$ cat src/verilog/mbd_consts.vh
`ifndef MBD_CONSTS_VH
`define MBD_CONSTS_VH

// instruction classes
`define MBD_CLS_OTHER    5'h00
`define MBD_CLS_MOV_A_RN 5'h01
`define MBD_CLS_MOV_A_DIR 5'h02
`define MBD_CLS_MOV_A_IND 5'h03
`define MBD_CLS_MOV_A_IMM 5'h04
`define MBD_CLS_MOV_RN_A 5'h05
`define MBD_CLS_MOV_RN_DIR 5'h06
`define MBD_CLS_MOV_DIR_DIR 5'h07
`define MBD_CLS_MOV_DPTR 5'h08
`define MBD_CLS_MOVC_DPTR 5'h09
`define MBD_CLS_MOVC_PC  5'h0a
`define MBD_CLS_MOVX_RD8 5'h0b
`define MBD_CLS_MOVX_WR8 5'h0c
`define MBD_CLS_MOVX_WR16 5'h0d
`define MBD_CLS_PUSH     5'h0e
`define MBD_CLS_POP      5'h0f
`define MBD_CLS_XCH_DIR  5'h10
`define MBD_CLS_XCHD     5'h11
`define MBD_CLS_JMP_IND  5'h12
`define MBD_CLS_JZ       5'h13
`define MBD_CLS_JC       5'h14
`define MBD_CLS_JBC      5'h15
`define MBD_CLS_CJNE_DIR 5'h16
`define MBD_CLS_DJNZ_RN  5'h17
`define MBD_CLS_ACALL    5'h18
`define MBD_CLS_AJMP     5'h19

// opcodes
`define MBD_OP_MOV_A_DIR   8'he5
`define MBD_OP_MOV_A_IMM   8'h74
`define MBD_OP_MOV_RN_DIR  8'ha8
`define MBD_OP_MOV_DIR_DIR 8'h85
`define MBD_OP_MOV_DPTR    8'h90
`define MBD_OP_MOVC_DPTR   8'h93
`define MBD_OP_MOVC_PC     8'h83
`define MBD_OP_MOVX_WR16   8'hf0
`define MBD_OP_PUSH        8'hc0
`define MBD_OP_POP         8'hd0
`define MBD_OP_XCH_DIR     8'hc5
`define MBD_OP_JMP_IND     8'h73
`define MBD_OP_JZ          8'h60
`define MBD_OP_JC          8'h40
`define MBD_OP_JBC         8'h10
`define MBD_OP_CJNE_DIR    8'hb5

// minimum cycle counts
`define MBD_CYC_1 3'h1
`define MBD_CYC_2 3'h2
`define MBD_CYC_3 3'h3
`define MBD_CYC_4 3'h4
`define MBD_CYC_5 3'h5

`endif

$ cat src/verilog/mbd_core.v
`include "mbd_consts.vh"

// Contract
// RULE_01: E8-EF copy register to A, 1 cycle
// RULE_02: E5 load A from direct, 2B 2cyc
// RULE_03: E6-E7 load A indirect, 1B 2cyc
// RULE_04: 74 load A immediate, 2B 2cyc
// RULE_05: F8-FF copy A to register, 1cyc
// RULE_06: A8-AF register from direct, 2B 3cyc
// RULE_07: 85 direct to direct, 3B 3cyc
// RULE_08: 90 load data pointer, 3B 3cyc
// RULE_09: 93 code byte at A+DPTR, 5cyc
// RULE_10: 83 code byte at A+PC, 4cyc
// RULE_11: E2-E3 external 8-bit read, 3cyc
// RULE_12: F2-F3 external write 4/5, small 3
// RULE_13: F0 external write 3/4, small 2
// RULE_14: push 3cyc, pop 2cyc, both 2B
// RULE_15: C5 swap A with direct, 2B 3cyc
// RULE_16: D6-D7 swap low nibble, 1B 3cyc
// RULE_17: 73 jump to A+DPTR, 5cyc
// RULE_18: 60 branch if A zero, 4cyc
// RULE_19: 40 branch if carry, 2B 3cyc
// RULE_20: 10 branch on bit and clear, 5cyc
// RULE_21: B5 compare direct, branch unequal, 5cyc
// RULE_22: D8-DF decrement register, branch nonzero, 4cyc
// RULE_23: external timing stretches, counts are minimum
// RULE_24: absolute forms take target bits 10:8
module mbd_core
(
  input  wire        clk_in,
  input  wire        reset_in,
  input  wire        issue_in,
  input  wire [7:0]  opcode_in,
  input  wire [7:0]  operand1_in,
  input  wire [7:0]  operand2_in,
  input  wire [15:0] pc_in,
  input  wire [7:0]  acc_in,
  input  wire [15:0] dptr_in,
  input  wire        carry_in,
  input  wire        bit_in,
  input  wire [7:0]  direct_data_in,
  input  wire [7:0]  reg_data_in,
  input  wire        small_external_data_memory_in,
  input  wire        code_int_in,
  input  wire        ext_wait_in,
  output reg         ready_out,
  output reg  [4:0]  class_out,
  output reg  [1:0]  bytes_out,
  output reg  [2:0]  cycles_out,
  output reg         done_out,
  output reg         branch_out,
  output reg  [15:0] target_out,
  output reg         bit_clear_out,
  output reg  [7:0]  reg_result_out,
  output reg  [15:0] code_addr_out
);

  wire [4:0]  dec_class;
  wire [1:0]  dec_bytes;
  wire [2:0]  dec_cycles;
  wire        busy;
  wire        last;
  wire        start;
  wire        stretchable;
  wire [15:0] next_pc;
  wire [15:0] rel_target;
  wire [7:0]  reg_dec;

  reg         branch_d;
  reg  [15:0] target_d;
  reg  [15:0] code_addr_d;
  reg  [7:0]  acc_q;
  reg  [7:0]  reg_q;
  reg  [7:0]  direct_q;
  reg         carry_q;
  reg         bit_q;
  reg  [7:0]  op1_q;
  reg  [7:0]  op2_q;
  reg  [15:0] dptr_q;
  reg  [15:0] pc_q;
  reg  [4:0]  class_q;
  reg  [1:0]  bytes_q;
  reg  [2:0]  opc_hi_q;

  // sign-extend a relative displacement
  function [15:0] sext;
    input [7:0] rel;
    begin
      sext = {{8{rel[7]}}, rel};
    end
  endfunction

  mbd_decode u_decode
  (
    .opcode_in   (opcode_in),
    .small_external_data_memory_in     (small_external_data_memory_in),
    .code_int_in (code_int_in),
    .class_out   (dec_class),
    .bytes_out   (dec_bytes),
    .cycles_out  (dec_cycles)
  );

  // only the external-memory transfers may be stretched by waits
  assign stretchable = (dec_class == `MBD_CLS_MOVX_RD8) || (dec_class == `MBD_CLS_MOVX_WR8) ||
                       (dec_class == `MBD_CLS_MOVX_WR16);  // RULE_23
  assign start = issue_in && !busy;

  mbd_cycle_timer u_timer
  (
    .clk_in         (clk_in),
    .reset_in       (reset_in),
    .start_in       (start),
    .cycles_in      (dec_cycles),
    .stretchable_in (stretchable),
    .ext_wait_in    (ext_wait_in),
    .busy_out       (busy),
    .last_out       (last)
  );

  assign next_pc    = pc_q + {14'h0000, bytes_q};
  assign rel_target = next_pc + sext(class_q == `MBD_CLS_JBC || class_q == `MBD_CLS_CJNE_DIR ? op2_q : op1_q);
  assign reg_dec    = reg_q - 8'h01;

  // capture operands at issue so the outcome is stable through execution
  always @(posedge clk_in or posedge reset_in)
  begin
    if (reset_in)
    begin
      acc_q    <= 8'h00;
      reg_q    <= 8'h00;
      direct_q <= 8'h00;
      carry_q  <= 1'b0;
      bit_q    <= 1'b0;
      op1_q    <= 8'h00;
      op2_q    <= 8'h00;
      dptr_q   <= 16'h0000;
      pc_q     <= 16'h0000;
      class_q  <= `MBD_CLS_OTHER;
      bytes_q  <= 2'h1;
      opc_hi_q <= 3'h0;
    end
    else if (start)
    begin
      acc_q    <= acc_in;
      reg_q    <= reg_data_in;
      direct_q <= direct_data_in;
      carry_q  <= carry_in;
      bit_q    <= bit_in;
      op1_q    <= operand1_in;
      op2_q    <= operand2_in;
      dptr_q   <= dptr_in;
      pc_q     <= pc_in;
      class_q  <= dec_class;
      bytes_q  <= dec_bytes;
      opc_hi_q <= opcode_in[7:5];
    end
  end

  always @*
  begin
    branch_d    = 1'b0;
    target_d    = next_pc;
    code_addr_d = 16'h0000;
    case (class_q)
      `MBD_CLS_MOVC_DPTR:
      begin
        code_addr_d = dptr_q + {8'h00, acc_q};  // RULE_09
      end
      `MBD_CLS_MOVC_PC:
      begin
        code_addr_d = next_pc + {8'h00, acc_q};  // RULE_10
      end
      `MBD_CLS_JMP_IND:
      begin
        branch_d = 1'b1;
        target_d = dptr_q + {8'h00, acc_q};  // RULE_17
      end
      `MBD_CLS_JZ:
      begin
        branch_d = (acc_q == 8'h00);  // RULE_18
        target_d = branch_d ? rel_target : next_pc;
      end
      `MBD_CLS_JC:
      begin
        branch_d = carry_q;  // RULE_19
        target_d = branch_d ? rel_target : next_pc;
      end
      `MBD_CLS_JBC:
      begin
        branch_d = bit_q;  // RULE_20
        target_d = branch_d ? rel_target : next_pc;
      end
      `MBD_CLS_CJNE_DIR:
      begin
        branch_d = (acc_q != direct_q);  // RULE_21
        target_d = branch_d ? rel_target : next_pc;
      end
      `MBD_CLS_DJNZ_RN:
      begin
        branch_d = (reg_dec != 8'h00);  // RULE_22
        target_d = branch_d ? rel_target : next_pc;
      end
      `MBD_CLS_ACALL,
      `MBD_CLS_AJMP:
      begin
        branch_d = 1'b1;
        // page bits come from the opcode itself, so a stale third byte cannot leak in
        target_d = {next_pc[15:11], opc_hi_q, op1_q};  // RULE_24
      end
      default:
      begin
        branch_d = 1'b0;
      end
    endcase
  end

  always @(posedge clk_in or posedge reset_in)
  begin
    if (reset_in)
    begin
      ready_out      <= 1'b0;
      class_out      <= `MBD_CLS_OTHER;
      bytes_out      <= 2'h0;
      cycles_out     <= 3'h0;
      done_out       <= 1'b0;
      branch_out     <= 1'b0;
      target_out     <= 16'h0000;
      bit_clear_out  <= 1'b0;
      reg_result_out <= 8'h00;
      code_addr_out  <= 16'h0000;
    end
    else
    begin
      ready_out <= !busy && !start;
      done_out  <= last;
      if (start)
      begin
        class_out  <= dec_class;
        bytes_out  <= dec_bytes;
        cycles_out <= dec_cycles;
      end
      if (last)
      begin
        branch_out    <= branch_d;
        target_out    <= target_d;
        code_addr_out <= code_addr_d;
        bit_clear_out <= (class_q == `MBD_CLS_JBC) && bit_q;  // RULE_20
        reg_result_out <= (class_q == `MBD_CLS_DJNZ_RN) ? reg_dec : acc_q;  // RULE_22
      end
      else
      begin
        branch_out    <= 1'b0;
        bit_clear_out <= 1'b0;
      end
    end
  end

endmodule

$ cat src/verilog/mbd_decode.v
`include "mbd_consts.vh"

// pure combinational classifier: opcode and memory context to class, length, minimum cycles
module mbd_decode
(
  input  wire [7:0] opcode_in,
  input  wire       small_external_data_memory_in,
  input  wire       code_int_in,
  output reg  [4:0] class_out,
  output reg  [1:0] bytes_out,
  output reg  [2:0] cycles_out
);

  always @*
  begin
    class_out  = `MBD_CLS_OTHER;
    bytes_out  = 2'h1;
    cycles_out = `MBD_CYC_1;
    if (opcode_in[7:3] == 5'h1d)
    begin
      class_out = `MBD_CLS_MOV_A_RN;  // RULE_01
    end
    else if (opcode_in[7:3] == 5'h1f)
    begin
      class_out = `MBD_CLS_MOV_RN_A;  // RULE_05
    end
    else if (opcode_in[7:3] == 5'h15)
    begin
      class_out  = `MBD_CLS_MOV_RN_DIR;  // RULE_06
      bytes_out  = 2'h2;
      cycles_out = `MBD_CYC_3;
    end
    else if (opcode_in[7:3] == 5'h1b)
    begin
      class_out  = `MBD_CLS_DJNZ_RN;  // RULE_22
      bytes_out  = 2'h2;
      cycles_out = `MBD_CYC_4;
    end
    else if (opcode_in[7:1] == 7'h73)
    begin
      class_out  = `MBD_CLS_MOV_A_IND;  // RULE_03
      cycles_out = `MBD_CYC_2;
    end
    else if (opcode_in[7:1] == 7'h71)
    begin
      class_out  = `MBD_CLS_MOVX_RD8;  // RULE_11
      cycles_out = `MBD_CYC_3;
    end
    else if (opcode_in[7:1] == 7'h79)
    begin
      class_out  = `MBD_CLS_MOVX_WR8;  // RULE_12
      cycles_out = small_external_data_memory_in ? `MBD_CYC_3 : (code_int_in ? `MBD_CYC_4 : `MBD_CYC_5);
    end
    else if (opcode_in[7:1] == 7'h6b)
    begin
      class_out  = `MBD_CLS_XCHD;  // RULE_16
      cycles_out = `MBD_CYC_3;
    end
    else if (opcode_in[4:0] == 5'h11)
    begin
      class_out  = `MBD_CLS_ACALL;  // RULE_24
      bytes_out  = 2'h2;
      cycles_out = `MBD_CYC_4;
    end
    else if (opcode_in[4:0] == 5'h01)
    begin
      class_out  = `MBD_CLS_AJMP;  // RULE_24
      bytes_out  = 2'h2;
      cycles_out = `MBD_CYC_3;
    end
    else
    begin
      case (opcode_in)
        `MBD_OP_MOV_A_DIR:
        begin
          class_out = `MBD_CLS_MOV_A_DIR;  // RULE_02
          bytes_out = 2'h2;
          cycles_out = `MBD_CYC_2;
        end
        `MBD_OP_MOV_A_IMM:
        begin
          class_out = `MBD_CLS_MOV_A_IMM;  // RULE_04
          bytes_out = 2'h2;
          cycles_out = `MBD_CYC_2;
        end
        `MBD_OP_MOV_DIR_DIR:
        begin
          class_out = `MBD_CLS_MOV_DIR_DIR;  // RULE_07
          bytes_out = 2'h3;
          cycles_out = `MBD_CYC_3;
        end
        `MBD_OP_MOV_DPTR:
        begin
          class_out = `MBD_CLS_MOV_DPTR;  // RULE_08
          bytes_out = 2'h3;
          cycles_out = `MBD_CYC_3;
        end
        `MBD_OP_MOVC_DPTR:
        begin
          class_out = `MBD_CLS_MOVC_DPTR;  // RULE_09
          cycles_out = `MBD_CYC_5;
        end
        `MBD_OP_MOVC_PC:
        begin
          class_out = `MBD_CLS_MOVC_PC;  // RULE_10
          cycles_out = `MBD_CYC_4;
        end
        `MBD_OP_MOVX_WR16:
        begin
          class_out = `MBD_CLS_MOVX_WR16;  // RULE_13
          cycles_out = small_external_data_memory_in ? `MBD_CYC_2 : (code_int_in ? `MBD_CYC_3 : `MBD_CYC_4);
        end
        `MBD_OP_PUSH:
        begin
          class_out = `MBD_CLS_PUSH;  // RULE_14
          bytes_out = 2'h2;
          cycles_out = `MBD_CYC_3;
        end
        `MBD_OP_POP:
        begin
          class_out = `MBD_CLS_POP;  // RULE_14
          bytes_out = 2'h2;
          cycles_out = `MBD_CYC_2;
        end
        `MBD_OP_XCH_DIR:
        begin
          class_out = `MBD_CLS_XCH_DIR;  // RULE_15
          bytes_out = 2'h2;
          cycles_out = `MBD_CYC_3;
        end
        `MBD_OP_JMP_IND:
        begin
          class_out = `MBD_CLS_JMP_IND;  // RULE_17
          cycles_out = `MBD_CYC_5;
        end
        `MBD_OP_JZ:
        begin
          class_out = `MBD_CLS_JZ;  // RULE_18
          bytes_out = 2'h2;
          cycles_out = `MBD_CYC_4;
        end
        `MBD_OP_JC:
        begin
          class_out = `MBD_CLS_JC;  // RULE_19
          bytes_out = 2'h2;
          cycles_out = `MBD_CYC_3;
        end
        `MBD_OP_JBC:
        begin
          class_out = `MBD_CLS_JBC;  // RULE_20
          bytes_out = 2'h3;
          cycles_out = `MBD_CYC_5;
        end
        `MBD_OP_CJNE_DIR:
        begin
          class_out = `MBD_CLS_CJNE_DIR;  // RULE_21
          bytes_out = 2'h3;
          cycles_out = `MBD_CYC_5;
        end
        default:
        begin
          class_out = `MBD_CLS_OTHER;
        end
      endcase
    end
  end

endmodule

$ cat src/verilog/mbd_cycle_timer.v
`include "mbd_consts.vh"

// counts execution cycles; holds the last cycle of a stretchable class while the external path waits
module mbd_cycle_timer
(
  input  wire       clk_in,
  input  wire       reset_in,
  input  wire       start_in,
  input  wire [2:0] cycles_in,
  input  wire       stretchable_in,
  input  wire       ext_wait_in,
  output wire       busy_out,
  output wire       last_out
);

  reg [2:0] remain_q;
  reg [2:0] remain_d;
  reg       stretch_q;

  assign busy_out = (remain_q != 3'h0);
  // a conditional count only ends once the external path stops waiting
  assign last_out = (remain_q == 3'h1) && !(stretch_q && ext_wait_in);  // RULE_23

  always @*
  begin
    remain_d = remain_q;
    if (start_in)
    begin
      remain_d = cycles_in;
    end
    else if (busy_out && !(remain_q == 3'h1 && stretch_q && ext_wait_in))
    begin
      remain_d = remain_q - 3'h1;
    end
  end

  always @(posedge clk_in or posedge reset_in)
  begin
    if (reset_in)
    begin
      remain_q  <= 3'h0;
      stretch_q <= 1'b0;
    end
    else
    begin
      remain_q <= remain_d;
      if (start_in)
      begin
        stretch_q <= stretchable_in;
      end
    end
  end

endmodule

$ cat config.mk
export PLATFORM = sky130hd
export DESIGN_NAME = mbd_core
export DESIGN_NICKNAME = d
export VERILOG_FILES = /design/src/verilog/mbd_core.v /design/src/verilog/mbd_decode.v /design/src/verilog/mbd_cycle_timer.v
export VERILOG_INCLUDE_DIRS = /design/src /design/src/verilog
export SDC_FILE = /design/constraint.sdc
export NUM_CORES = 1
export LEC_CHECK = 0
export ABC_CLOCK_PERIOD_IN_PS = 5300
export BUFFER_PORTS_ARGS = -buffer_cell sky130_fd_sc_hd__buf_2
export CELL_PAD_IN_SITES_DETAIL_PLACEMENT = 1
export CELL_PAD_IN_SITES_GLOBAL_PLACEMENT = 1
export CORE_MARGIN = 5
export CORE_UTILIZATION = 43
export DETAILED_ROUTE_END_ITERATION = 10
export PLACE_DENSITY = 0.82
export SYNTH_ARGS = -nofsm -noshare
export SYNTH_HDL_FRONTEND = slang
export SYNTH_SLANG_ARGS = --single-unit
$ cat constraint.sdc
create_clock -name clk_in -period 5.3 [get_ports clk_in]
set_input_delay 0.53 -clock clk_in [delete_from_list [all_inputs] [get_ports clk_in]]
set_output_delay 0.53 -clock clk_in [all_outputs]
set_load 0.005 [all_outputs]
Word-level counts from Yosys, hierarchy flattened

Index checks and enable logic that the tools add are counted.

Register bits: 137
Output and inout bits: 54
Word-level logic and storage cells: 147
Input bits: 88

Equal/unequal tests: 40
Multiplexer cells: 51
Add/subtract/negate cells: 6
Reduce and logical (&&, ||, !) cells: 27

Operators by type and width:

| cell                                             | count |
|---|---|
| case mux 16 bit (7 select lines)                 | 1 |
| == test 8 bit, second input constant             | 10 |
| 2-to-1 mux 16 bit                                | 5 |
| case mux 5 bit (15 select lines)                 | 1 |
| == test 5 bit, second input constant             | 13 |
| 2-to-1 mux 5 bit                                 | 10 |
| 2-to-1 mux 3 bit                                 | 15 |
| adder 16 x 8 -> 16 bit                           | 2 |
| == test 8 x 7 -> 1 bit, second input constant    | 4 |
| case mux 16 bit (2 select lines)                 | 1 |
| == test 7 bit, second input constant             | 4 |
| == test 5 x 4 -> 1 bit, second input constant    | 5 |
| 2-to-1 mux 2 bit                                 | 10 |
| adder 16 bit                                     | 1 |
| adder 16 x 2 -> 16 bit                           | 1 |
| 2-to-1 mux 8 bit                                 | 2 |
| case mux 3 bit (5 select lines)                  | 1 |
| == test 8 x 5 -> 1 bit, second input constant    | 1 |
| logical AND 1 bit                                | 8 |
| zero test 8 bit                                  | 1 |
| inequality test 8 bit                            | 1 |
| nonzero test 8 bit                               | 1 |
| OR reduction 4 bit                               | 2 |
| subtractor 8 x 1 -> 8 bit, second input constant | 1 |
| 14 further kinds                                 | 23 |

Depth between registers and ports, before layout

Gate-level depths: netlist (run 1).

Depth in word-level cells: 15
Depth in mapped cells: 14
Depth with buffers taken out: 14

By module

From an unflattened synthesis (run 1), not the netlist that was laid out.

Cell total of the unflattened synthesis: 924
Area total of the unflattened synthesis: 9006.1 sq um

Modules (own cells, without submodules):

| module          | cells each | seq. area each (sq um) | area each (sq um) | instances |
|---|---|---|---|---|
| mbd_core        | 755        | 3304.4                 | 7891.3            | 1 |
| mbd_decode      | 141        | 0.0                    | 849.6             | 1 |
| mbd_cycle_timer | 28         | 100.1                  | 265.3             | 1 |

Worst setup path before layout (run 1)

Ideal clock, no wire load.

Path type: register to register
From: reg, netlist name class_out[1]
To: reg target_out[14]
Path slack: 1.626 ns
Cell stages (with the launch flop): 14
Data required time: 5.205 ns
Data arrival time: 3.579 ns
Clock period less this slack: 3.674 ns
Library setup time: 0.095 ns
Path buffers: 1
Cells stage by stage: dfrtp_1 > clkbuf_1 > nand2b_1 > a21oi_2 > mux2_2 > ha_1 > fa_1 > a21o_1 > a221oi_1 > a311oi_1 > o41ai_1 > o21ai_0 > xnor2_1 > o31ai_1

RTL lines:

| what                   | RTL line       | source |
|---|---|---|
| end signal: assignment | mbd_core.v:245 | `target_out <= target_d;` |
| end: declaration       | mbd_core.v:52  | `output reg [15:0] target_out,` |

==> results of run 1 <==
-- sequential cells by signal (all words and copies together), names as in the netlist, 2 cells and up --
name              flops
bytes_q               2
reg_result_out        8
reg_q                 8
cycles_out            3
opc_hi_q              3
code_addr_out        16
direct_q              8
op1_q                 8
class_out             5
target_out           16
pc_q                 16
op2_q                 8
acc_q                 8
dptr_q               16
u_timer.remain_q      3
-- power by group --
part | total [mW] | switching (mW) | internal [mW] | leakage (nW)
clock | 1.29 | 0.477 | 0.813 | 0.300
combinational | 3.28 | 1.97 | 1.31 | 3.00
sequential | 2.03 | 0.536 | 1.49 | 1.71
total | 6.60 | 2.98 | 3.61 | 5.01
-- cells in the final DEF (no fill, tap or decap), drive strengths merged, types with 8 or more instances in the layout --
master	n
nand4	12
clkbuf	21
xnor2	42
and3	11
nand3b	8
nand3	16
o211ai	8
a211oi	11
xor2	22
mux2	9
nand2b	12
a21oi	47
dfrtp	135
a21o	15
nor3	17
ha	38
a221oi	14
nand2	286
nor2b	8
nor4	13
nor2	89
or3	9
buf	147
inv	28
o21ai	56
-- cells by family after synthesis --
kind of cell | after synthesis | share of synthesized area [%]
AOI/OAI and AO/OA | 227 | 17.60
xor gates and xnor gates | 64 | 6.257
adders and majority gates | 42 | 6.201
buffers and inverters | 80 | 3.422
DFF | 136 | 38.00
muxes | 14 | 1.690
and+or+nand+nor | 521 | 26.83
-- through the flow --
step / area, sq um / total power [mW]
final: 10490 / 6.599
after detailed placement: 9854 / 5.215
after floorplan: 8959 / 4.143
after global placement: 9854 / 5.039
after CTS: 10490 / 6.583
after global routing: 10490 / 7.054
-- layout make-up --
cell class	instances	area (sq um)	area share, %
Multi-Input combinational cell	868	5255	50.12
Inverter	27	106.4	1.014
Clock inverter	11	170.2	1.623
Timing Repair Buffer	147	750.7	7.160
Clock buffer	21	460.4	4.391
Sequential cell	136	3405	32.47
Tap cell	270	337.8	3.222
-- layer usage --
| metal | vias to the layer above | global-route usage [%] |
|---|---|---|
| li1 | 4032 | - |
| met1 | 4250 | 34.29 |
| met2 | 264 | 41.76 |
| met3 | 49 | 4.415 |
| met4 | 0 | 9.420 |
| met5 | - | 0 |
-- final timing paths --
check                          startpoint             end  slack (ns)  cells after the start
max                          class_out[1]  target_out[14]        0.98                     12
min                              reset_in        reg_q[2]        0.24                      2
max reg2reg                  class_out[1]  target_out[14]        0.98                     12
min reg2reg                 cycles_out[2]   cycles_out[2]        0.47                      2
max in group asynchronous        reset_in       dptr_q[4]        3.86                      3
min in group clk_in        reg_data_in[3]        reg_q[3]        0.28                      3
==> results by group, run 1 <==
Drt
  • Top Layer Used: met4
  • Vias per cell: approximately 5.8
  • DRC: 0
  • Overall routed net length: ~30,000 um
  • Metal-1 WL: ~14,000 um
  • DR WL met3: 1674 um
  • ANT nets after route: 0
  • Pre-antenna DRT Iters: 5
  • DR WL/cell: roughly 21 um
  • Met2 Wirelength: ~15,000 um
  • Vias: ~8,600
  • DRT iter0 DRCs: 530

STA
  • Clk_skew: 0.009416 ns
  • Relative slew slack: 32.28%
  • Worst Hold Slack: around 0.24 ns
  • Fmax: about 0.23 GHz
  • Final max-slew violation count: 0
  • Fin crit share: about four fifths
  • Endpoints failing hold: 0
  • RSZ-0062 raised after global routing: no
  • PnR worst setup slack: slightly below 1 ns
  • Final setup viols: 0
  • Minimum clock period: around 4.3 ns
  • Final setup TNS: 0 ns
  • Actual slew at the worst max-slew pin: roughly 1.0 ns

Critical path
  • Setup crit end kind: register
  • Startpoint types: register
  • CP Data Required Time: 5.64 ns
  • Critical path peak fanout: 12
  • Critical-path top delay cell: dfrtp_1
  • Crit Path Category: reg2reg
  • Buf+Inv Stages, Crit Path: 0
  • Worst EP arrival: ~4.7 ns
  • Max stage delay on crit path: between 0.5 and 0.6 ns
  • Critical-path cell list: nand2b_1 -> a21oi_2 -> mux2_2 -> ha_1 -> fa_1 -> a21o_1 -> a221oi_1 -> a311oi_1 -> o41ai_1 -> o21ai_0 -> xnor2_1 -> o31ai_1
  • Top delay family on crit path: compound AO/OA/AOI/OAI gates

Synthesis
  • Post-synth EDFFs: 0
  • Synth Net Count: 1,214
  • YS warnings: 0
  • Synth top area cells: dfrtp_1, nand2_1, ha_1
  • Post-synth top cells: nand2_1, dfrtp_1, nor2_1
  • Synth cell types: 80
  • Synth Cell Area: approximately 9000 sq um
  • Yosys reg bits: about 140
  • Sequential area share after synthesis: between 30% and 40%
  • Count leader, synth: nand2_1
  • Syn_area_per_cell: between 8 and 9 sq um
  • Synth Instances: between 1,000 and 1,500
  • Share of the synthesized area in the top cell type: between 30 and 40%
  • Cell taking the most area after synthesis: dfrtp_1
  • Top_reg_cell synth: dfrtp_1
  • Asr flop ratio synth: 100.0%

Floorplanning
  • Num ports: roughly 140
  • Initial Utilization: approximately 44%
  • Core area: approximately 20,000 sq um
  • Row count: 52
  • Die Area: approximately 24,000 sq um
  • Chip height: around 150 um
  • Die W: between 150 and 200 um

Layout
  • Area grow syn2layout: 17.04%
  • Final core utilization: around half
  • Fraction of layout cells with a size suffix above 1: between 10% and 20%
  • Final net count: around 1,300
  • # fillers: between 2,000 and 2,500
  • # diodes: 0
  • Layout Cells excl Fill: about 1,500

Global routing
  • Largest net degree at the start of global routing: 90
  • Vias in the first global route: 8,950
  • Initial antenna violation count: 0
  • Global-route wire length before repair: around 49,000 um
  • Global route overflow: 0
  • GRT Util Overall: between 20% and 30%

Placement
  • HPWL Detailed: 22,420 um
  • Gpl congestion: approximately 0.9
  • Number of I/O port buffers: roughly 140
  • DP Cell Count: about 1,400
  • Placement Setup Slack: 1.053 ns

Power and ir drop
  • Static Leak: 5.015 nW
  • Power Dens Cells: 629.4 nW/um^2
  • Maximum VDD drop: between 0.0002 and 0.00025 V

Clock network
  • Hold-fix buffers, CTS: 0
  • Root buffer cell: clkbuf_16
  • Post-CTS setup buffers: 0
  • CTS tree: done
  • Worst-path clk slew: roughly 0.060 ns
  • H-Tree Depth: 4
  • Clock Path Buffers: 2
  • CTS Sinks: 136
  • Post-CTS sizing: 0
  • Clk Latency, worst-skew pair: ~0.43 ns
  • CTS Buf Count: 17

Outcome
  • Status: finished clean

Run
  • Max-capacitance violation count: 0

Hold path
  • Worst min path class: in2async
No activity file was read; power rests on OpenSTA's default activity.
==> inputs of run 2 (changes only) <==
ABC_AREA = 1   (was not set)
ABC_CLOCK_PERIOD_IN_PS = 3800   (was 5300)
CORE_UTILIZATION = 37   (was 43)
PLACE_DENSITY = 0.78   (was 0.82)
clock period = 3.8 ns   (was 5.3 ns; I/O delays follow)
==> run 2 against run 1 <==
Die area increased by 19%. Synthesized cell count is 24% higher. Critical path type unchanged. Clock-buffer cell count is 4 lower. Critical path depth grew 6. Largest power group unchanged. Critical endpoint is now target_out[15]. Clock power grew 40%. Cell count up 24%. Sequential share of layout area is 1.6 points lower.
==> results by group, run 2 <==
Synthesis
  • Synth Area in Compound Gates: 9.344% (-8.3 points)
  • Cell taking the most area after synthesis: dfrtp_1
  • Sequential area share after synthesis: 36.64% (-1.4 points)
  • XOR/XNOR Fraction of Synth Area: 3.487% (-2.8 points)
  • Synth Net Count: 1,473 (+21%)
  • Synth top area cells: dfrtp_1, nand2_1, nor2_1
  • Syn_area_per_cell: 6.919 sq um (-16%)
  • Yosys reg bits: 136 (unchanged)
  • Count leader, synth: nand2_1
  • Share of the synthesized area in the top cell type: 36.35% (-1.4 points)
  • Multiplexer area fraction after synthesis: 0.7271% (-0.96 points)
  • Synth Cell Area: 9293 sq um (+3.7%)
  • Synth Instances: 1,343 (+24%)
  • YS warnings: 0 (unchanged)
  • Post-synth EDFFs: 0 (unchanged)
  • Top_reg_cell synth: dfrtp_1
  • Post-synth top cells: nand2_1, nor2_1, dfrtp_1
  • Synth cell types: 52 (-35%)
  • Largest family of logic cells by synthesized area: simple AND/OR/NAND/NOR gates
  • Synth Area in Adders: 5.978% (-0.22 points)
  • Asr flop ratio synth: 100.0% (unchanged)
  • Post-Synth Simple-Gate Area: 36.96% (+10 points)

Clock network
  • Worst-path clk slew: 0.07 ns (about the same)
  • Post-CTS sizing: 0 (unchanged)
  • Post-CTS setup buffers: 0 (unchanged)
  • Root buffer cell: clkbuf_16
  • CTS Sinks: 136 (unchanged)
  • Clock Path Buffers: 2 (unchanged)
  • CTS tree: done
  • Clk Latency, worst-skew pair: 0.44 ns (about the same)
  • Hold-fix buffers, CTS: 0 (unchanged)
  • H-Tree Depth: 4 (unchanged)
  • CTS Buf Count: 17 (unchanged)

Critical path
  • Crit Path Category: reg2reg
  • CP Data Required Time: 4.12 ns (-1.52 ns)
  • R2r setup slk: 0.42 ns (-0.57 ns)
  • Setup crit end kind: register
  • Worst EP arrival: 3.71 ns (-0.94 ns)
  • Critical path peak fanout: 7 (-5)
  • Startpoint types: register

Placement
  • Number of I/O port buffers: 141 (unchanged)
  • DP Cell Count: 1,796 (+24%)
  • Gpl congestion: 0.9536 (+5.8%)
  • HPWL Detailed: 26,290 um (+17%)

Global routing
  • GRT Util Overall: 24.05% (-1.6 points)
  • Vias in the first global route: 10,170 (+14%)
  • Largest net degree at the start of global routing: 70 (-22%)
  • Initial antenna violation count: 0 (unchanged)
  • Global-route wire length before repair: 54,320 um (+11%)
  • Global route overflow: 0 (unchanged)

STA
  • Actual slew at the worst max-slew pin: 0.9550 ns (-0.05699 ns)
  • Final max-slew violation count: 0 (unchanged)
  • Fmax: 0.2957 GHz (+28%)
  • Minimum clock period: 3.381 ns (-0.9338 ns)
  • Final setup viols: 0 (unchanged)
  • Endpoints failing hold: 0 (unchanged)
  • Relative slew slack: 36.20% (+3.9 points)
  • Clk_skew: 0.01289 ns (+0.003475 ns)
  • Final setup TNS: 0 ns (unchanged)
  • Fin crit share: 88.99% (+7.6 points)
  • RSZ-0062 raised after global routing: no

Drt
  • DRT iter0 DRCs: 532 (+0.38%)
  • Pre-antenna DRT Iters: 5 (unchanged)
  • ANT nets after route: 0 (unchanged)
  • Vias: 9,453 (+10%)
  • DR WL/cell: 18.45 um (-11%)
  • DRC: 0 (unchanged)
  • DR WL met3: 1473 um (-12%)
  • Metal-1 WL: 14,840 um (+8.4%)
  • Met2 Wirelength: 16,680 um (+14%)
  • Top Layer Used: met4
  • Overall routed net length: 33,730 um (+9.7%)
  • Vias per cell: 5.171 (-11%)

Power and ir drop
  • Sequential Power Share: 29.4% (-1.4 points)
  • Clock power frac: 19.0% (-0.5 points)
  • Sw Pwr: 4.584 mW (+54%)
  • Internal power: 4.876 mW (+35%)
  • Maximum VDD drop: 0.0003280 V (+38%)
  • Combinational power share: 51.6% (+1.9 points)
  • Switching share of power: 48.45% (+3.2 points)
  • Power Dens Cells: 858.4 nW/um^2 (+36%)
  • Static Leak: 5.672 nW (+13%)

Layout
  • Fraction of layout cells with a size suffix above 1: 16.89% (-0.71 points)
  • Final net count: 1,615 (+22%)
  • Area of the multi-input gates: 5253 sq um (about the same)
  • Most frequent cells in the layout: nand2_1, nor2_1, buf_2
  • # diodes: 0 (unchanged)
  • FF+latch area: 3405 sq um (unchanged)
  • Layout Cells excl Fill: 1,828 (+24%)
  • Commonest non-fill, non-tap cell in the layout: nand2_1
  • Final core utilization: 44.15% (-7.3 points)
  • Area grow syn2layout: 18.59%
  • # fillers: 3,286 (+33%)

Floorplanning
  • Num ports: 142 (unchanged)
  • Die W: 168.5 um (+9.2%)
  • Initial Utilization: 37.22% (-6.8 points)
  • Die Area: 28,390 sq um (+19%)
  • Chip height: 168.5 um (+9.2%)
  • Core area: 24,960 sq um (+23%)
  • Row count: 58 (+12%)

Outcome
  • Status: finished clean

Run
  • Max-capacitance violation count: 0 (unchanged)

Hold path
  • Worst min path class: in2reg
[run 2: cell types whose count changed after synthesis, moves of 11 or more]
cell	before	now
and3_1	11	0
xnor2_1	42	10
a21o_1	15	2
nand2_2	0	12
a211oi_1	11	0
nand2b_1	11	0
nand2_1	286	473
inv_1	27	120
nand4_1	12	24
o21ai_0	55	66
nor2_1	89	142
clkbuf_1	44	20
nand3_1	16	97
[run 2: area by class of cell]
cell class                      instances  area share [%]
Sequential cell                       136           30.89
Clock inverter                         15           1.817
Timing Repair Buffer                  156           7.539
Inverter                              130           4.485
Clock buffer                           17           3.860
Tap cell                              330           3.747
Multi-Input combinational cell       1044           47.66
[run 2: critical path: stages (launching register included)]
cell and delay [ns]:
dfstp_2 0.53, ha_1 0.18, fa_1 0.21, nand3_1 0.15, inv_1 0.19, nand2_4 0.10
o21ai_0 0.21, nand2_2 0.15, ha_1 0.37, nand2_1 0.15, inv_1 0.06, a21oi_1 0.21
o211ai_1 0.11, a21oi_1 0.26, nand2_1 0.11, nand3_1 0.10, nand3_1 0.09, nand2_1 0.06
inv_1 0.04
[run 2: final timing paths]
path / end / cells past startpoint / from
min: ready_out / 2 / issue_in
max in group asynchronous: target_out[13] / 3 / reset_in
max: target_out[15] / 18 / bytes_q[0]
min in group asynchronous: direct_q[4] / 2 / reset_in
max reg2reg: target_out[15] / 18 / bytes_q[0]
min reg2reg: cycles_out[2] / 2 / cycles_out[2]
[run 2: cells by family (layout without fill, tap and decap cells)]
kind of cell	Yosys count	after routing
AND/OR/NAND/NOR	804	804
buffers and inverters	163	318
AO/OA/AOI/OAI	158	158
flip-flops	136	136
adder cells (fa/ha/maj)	42	42
XOR/XNOR	34	34
multiplexers	6	6
[run 2: stage by stage]
stage,hold slack [ns],setup WS [ns],power (mW),cell area (sq um)
after floorplan,0.4433,0.9050,5.925,9296
final,0.1187,0.4185,9.460,11020
after global placement,0.4580,0.5838,7.446,10400
after CTS,0.1082,0.4560,9.495,11020
after global routing,0.1094,0.1439,10.26,11020
after detailed placement,0.4607,0.5024,7.632,10400
[run 2: power by group through the flow]
stage | combinational, mW | clock, mW | sequential [mW]
final | 4.88 | 1.80 | 2.78
after detailed placement | 4.84 | 0 | 2.79
after global placement | 4.67 | 0 | 2.78
after CTS | 4.89 | 1.82 | 2.78
after floorplan | 3.35 | 0 | 2.57
after global routing | 5.51 | 1.89 | 2.86
[run 2: per-layer routing]
layer / vias up / track usage [%]
met3: 40 / 3.783
met4: 0 / 6.563
met1: 4587 / 30.75
met5: - / 0
met2: 221 / 42.35
li1: 4605 / -
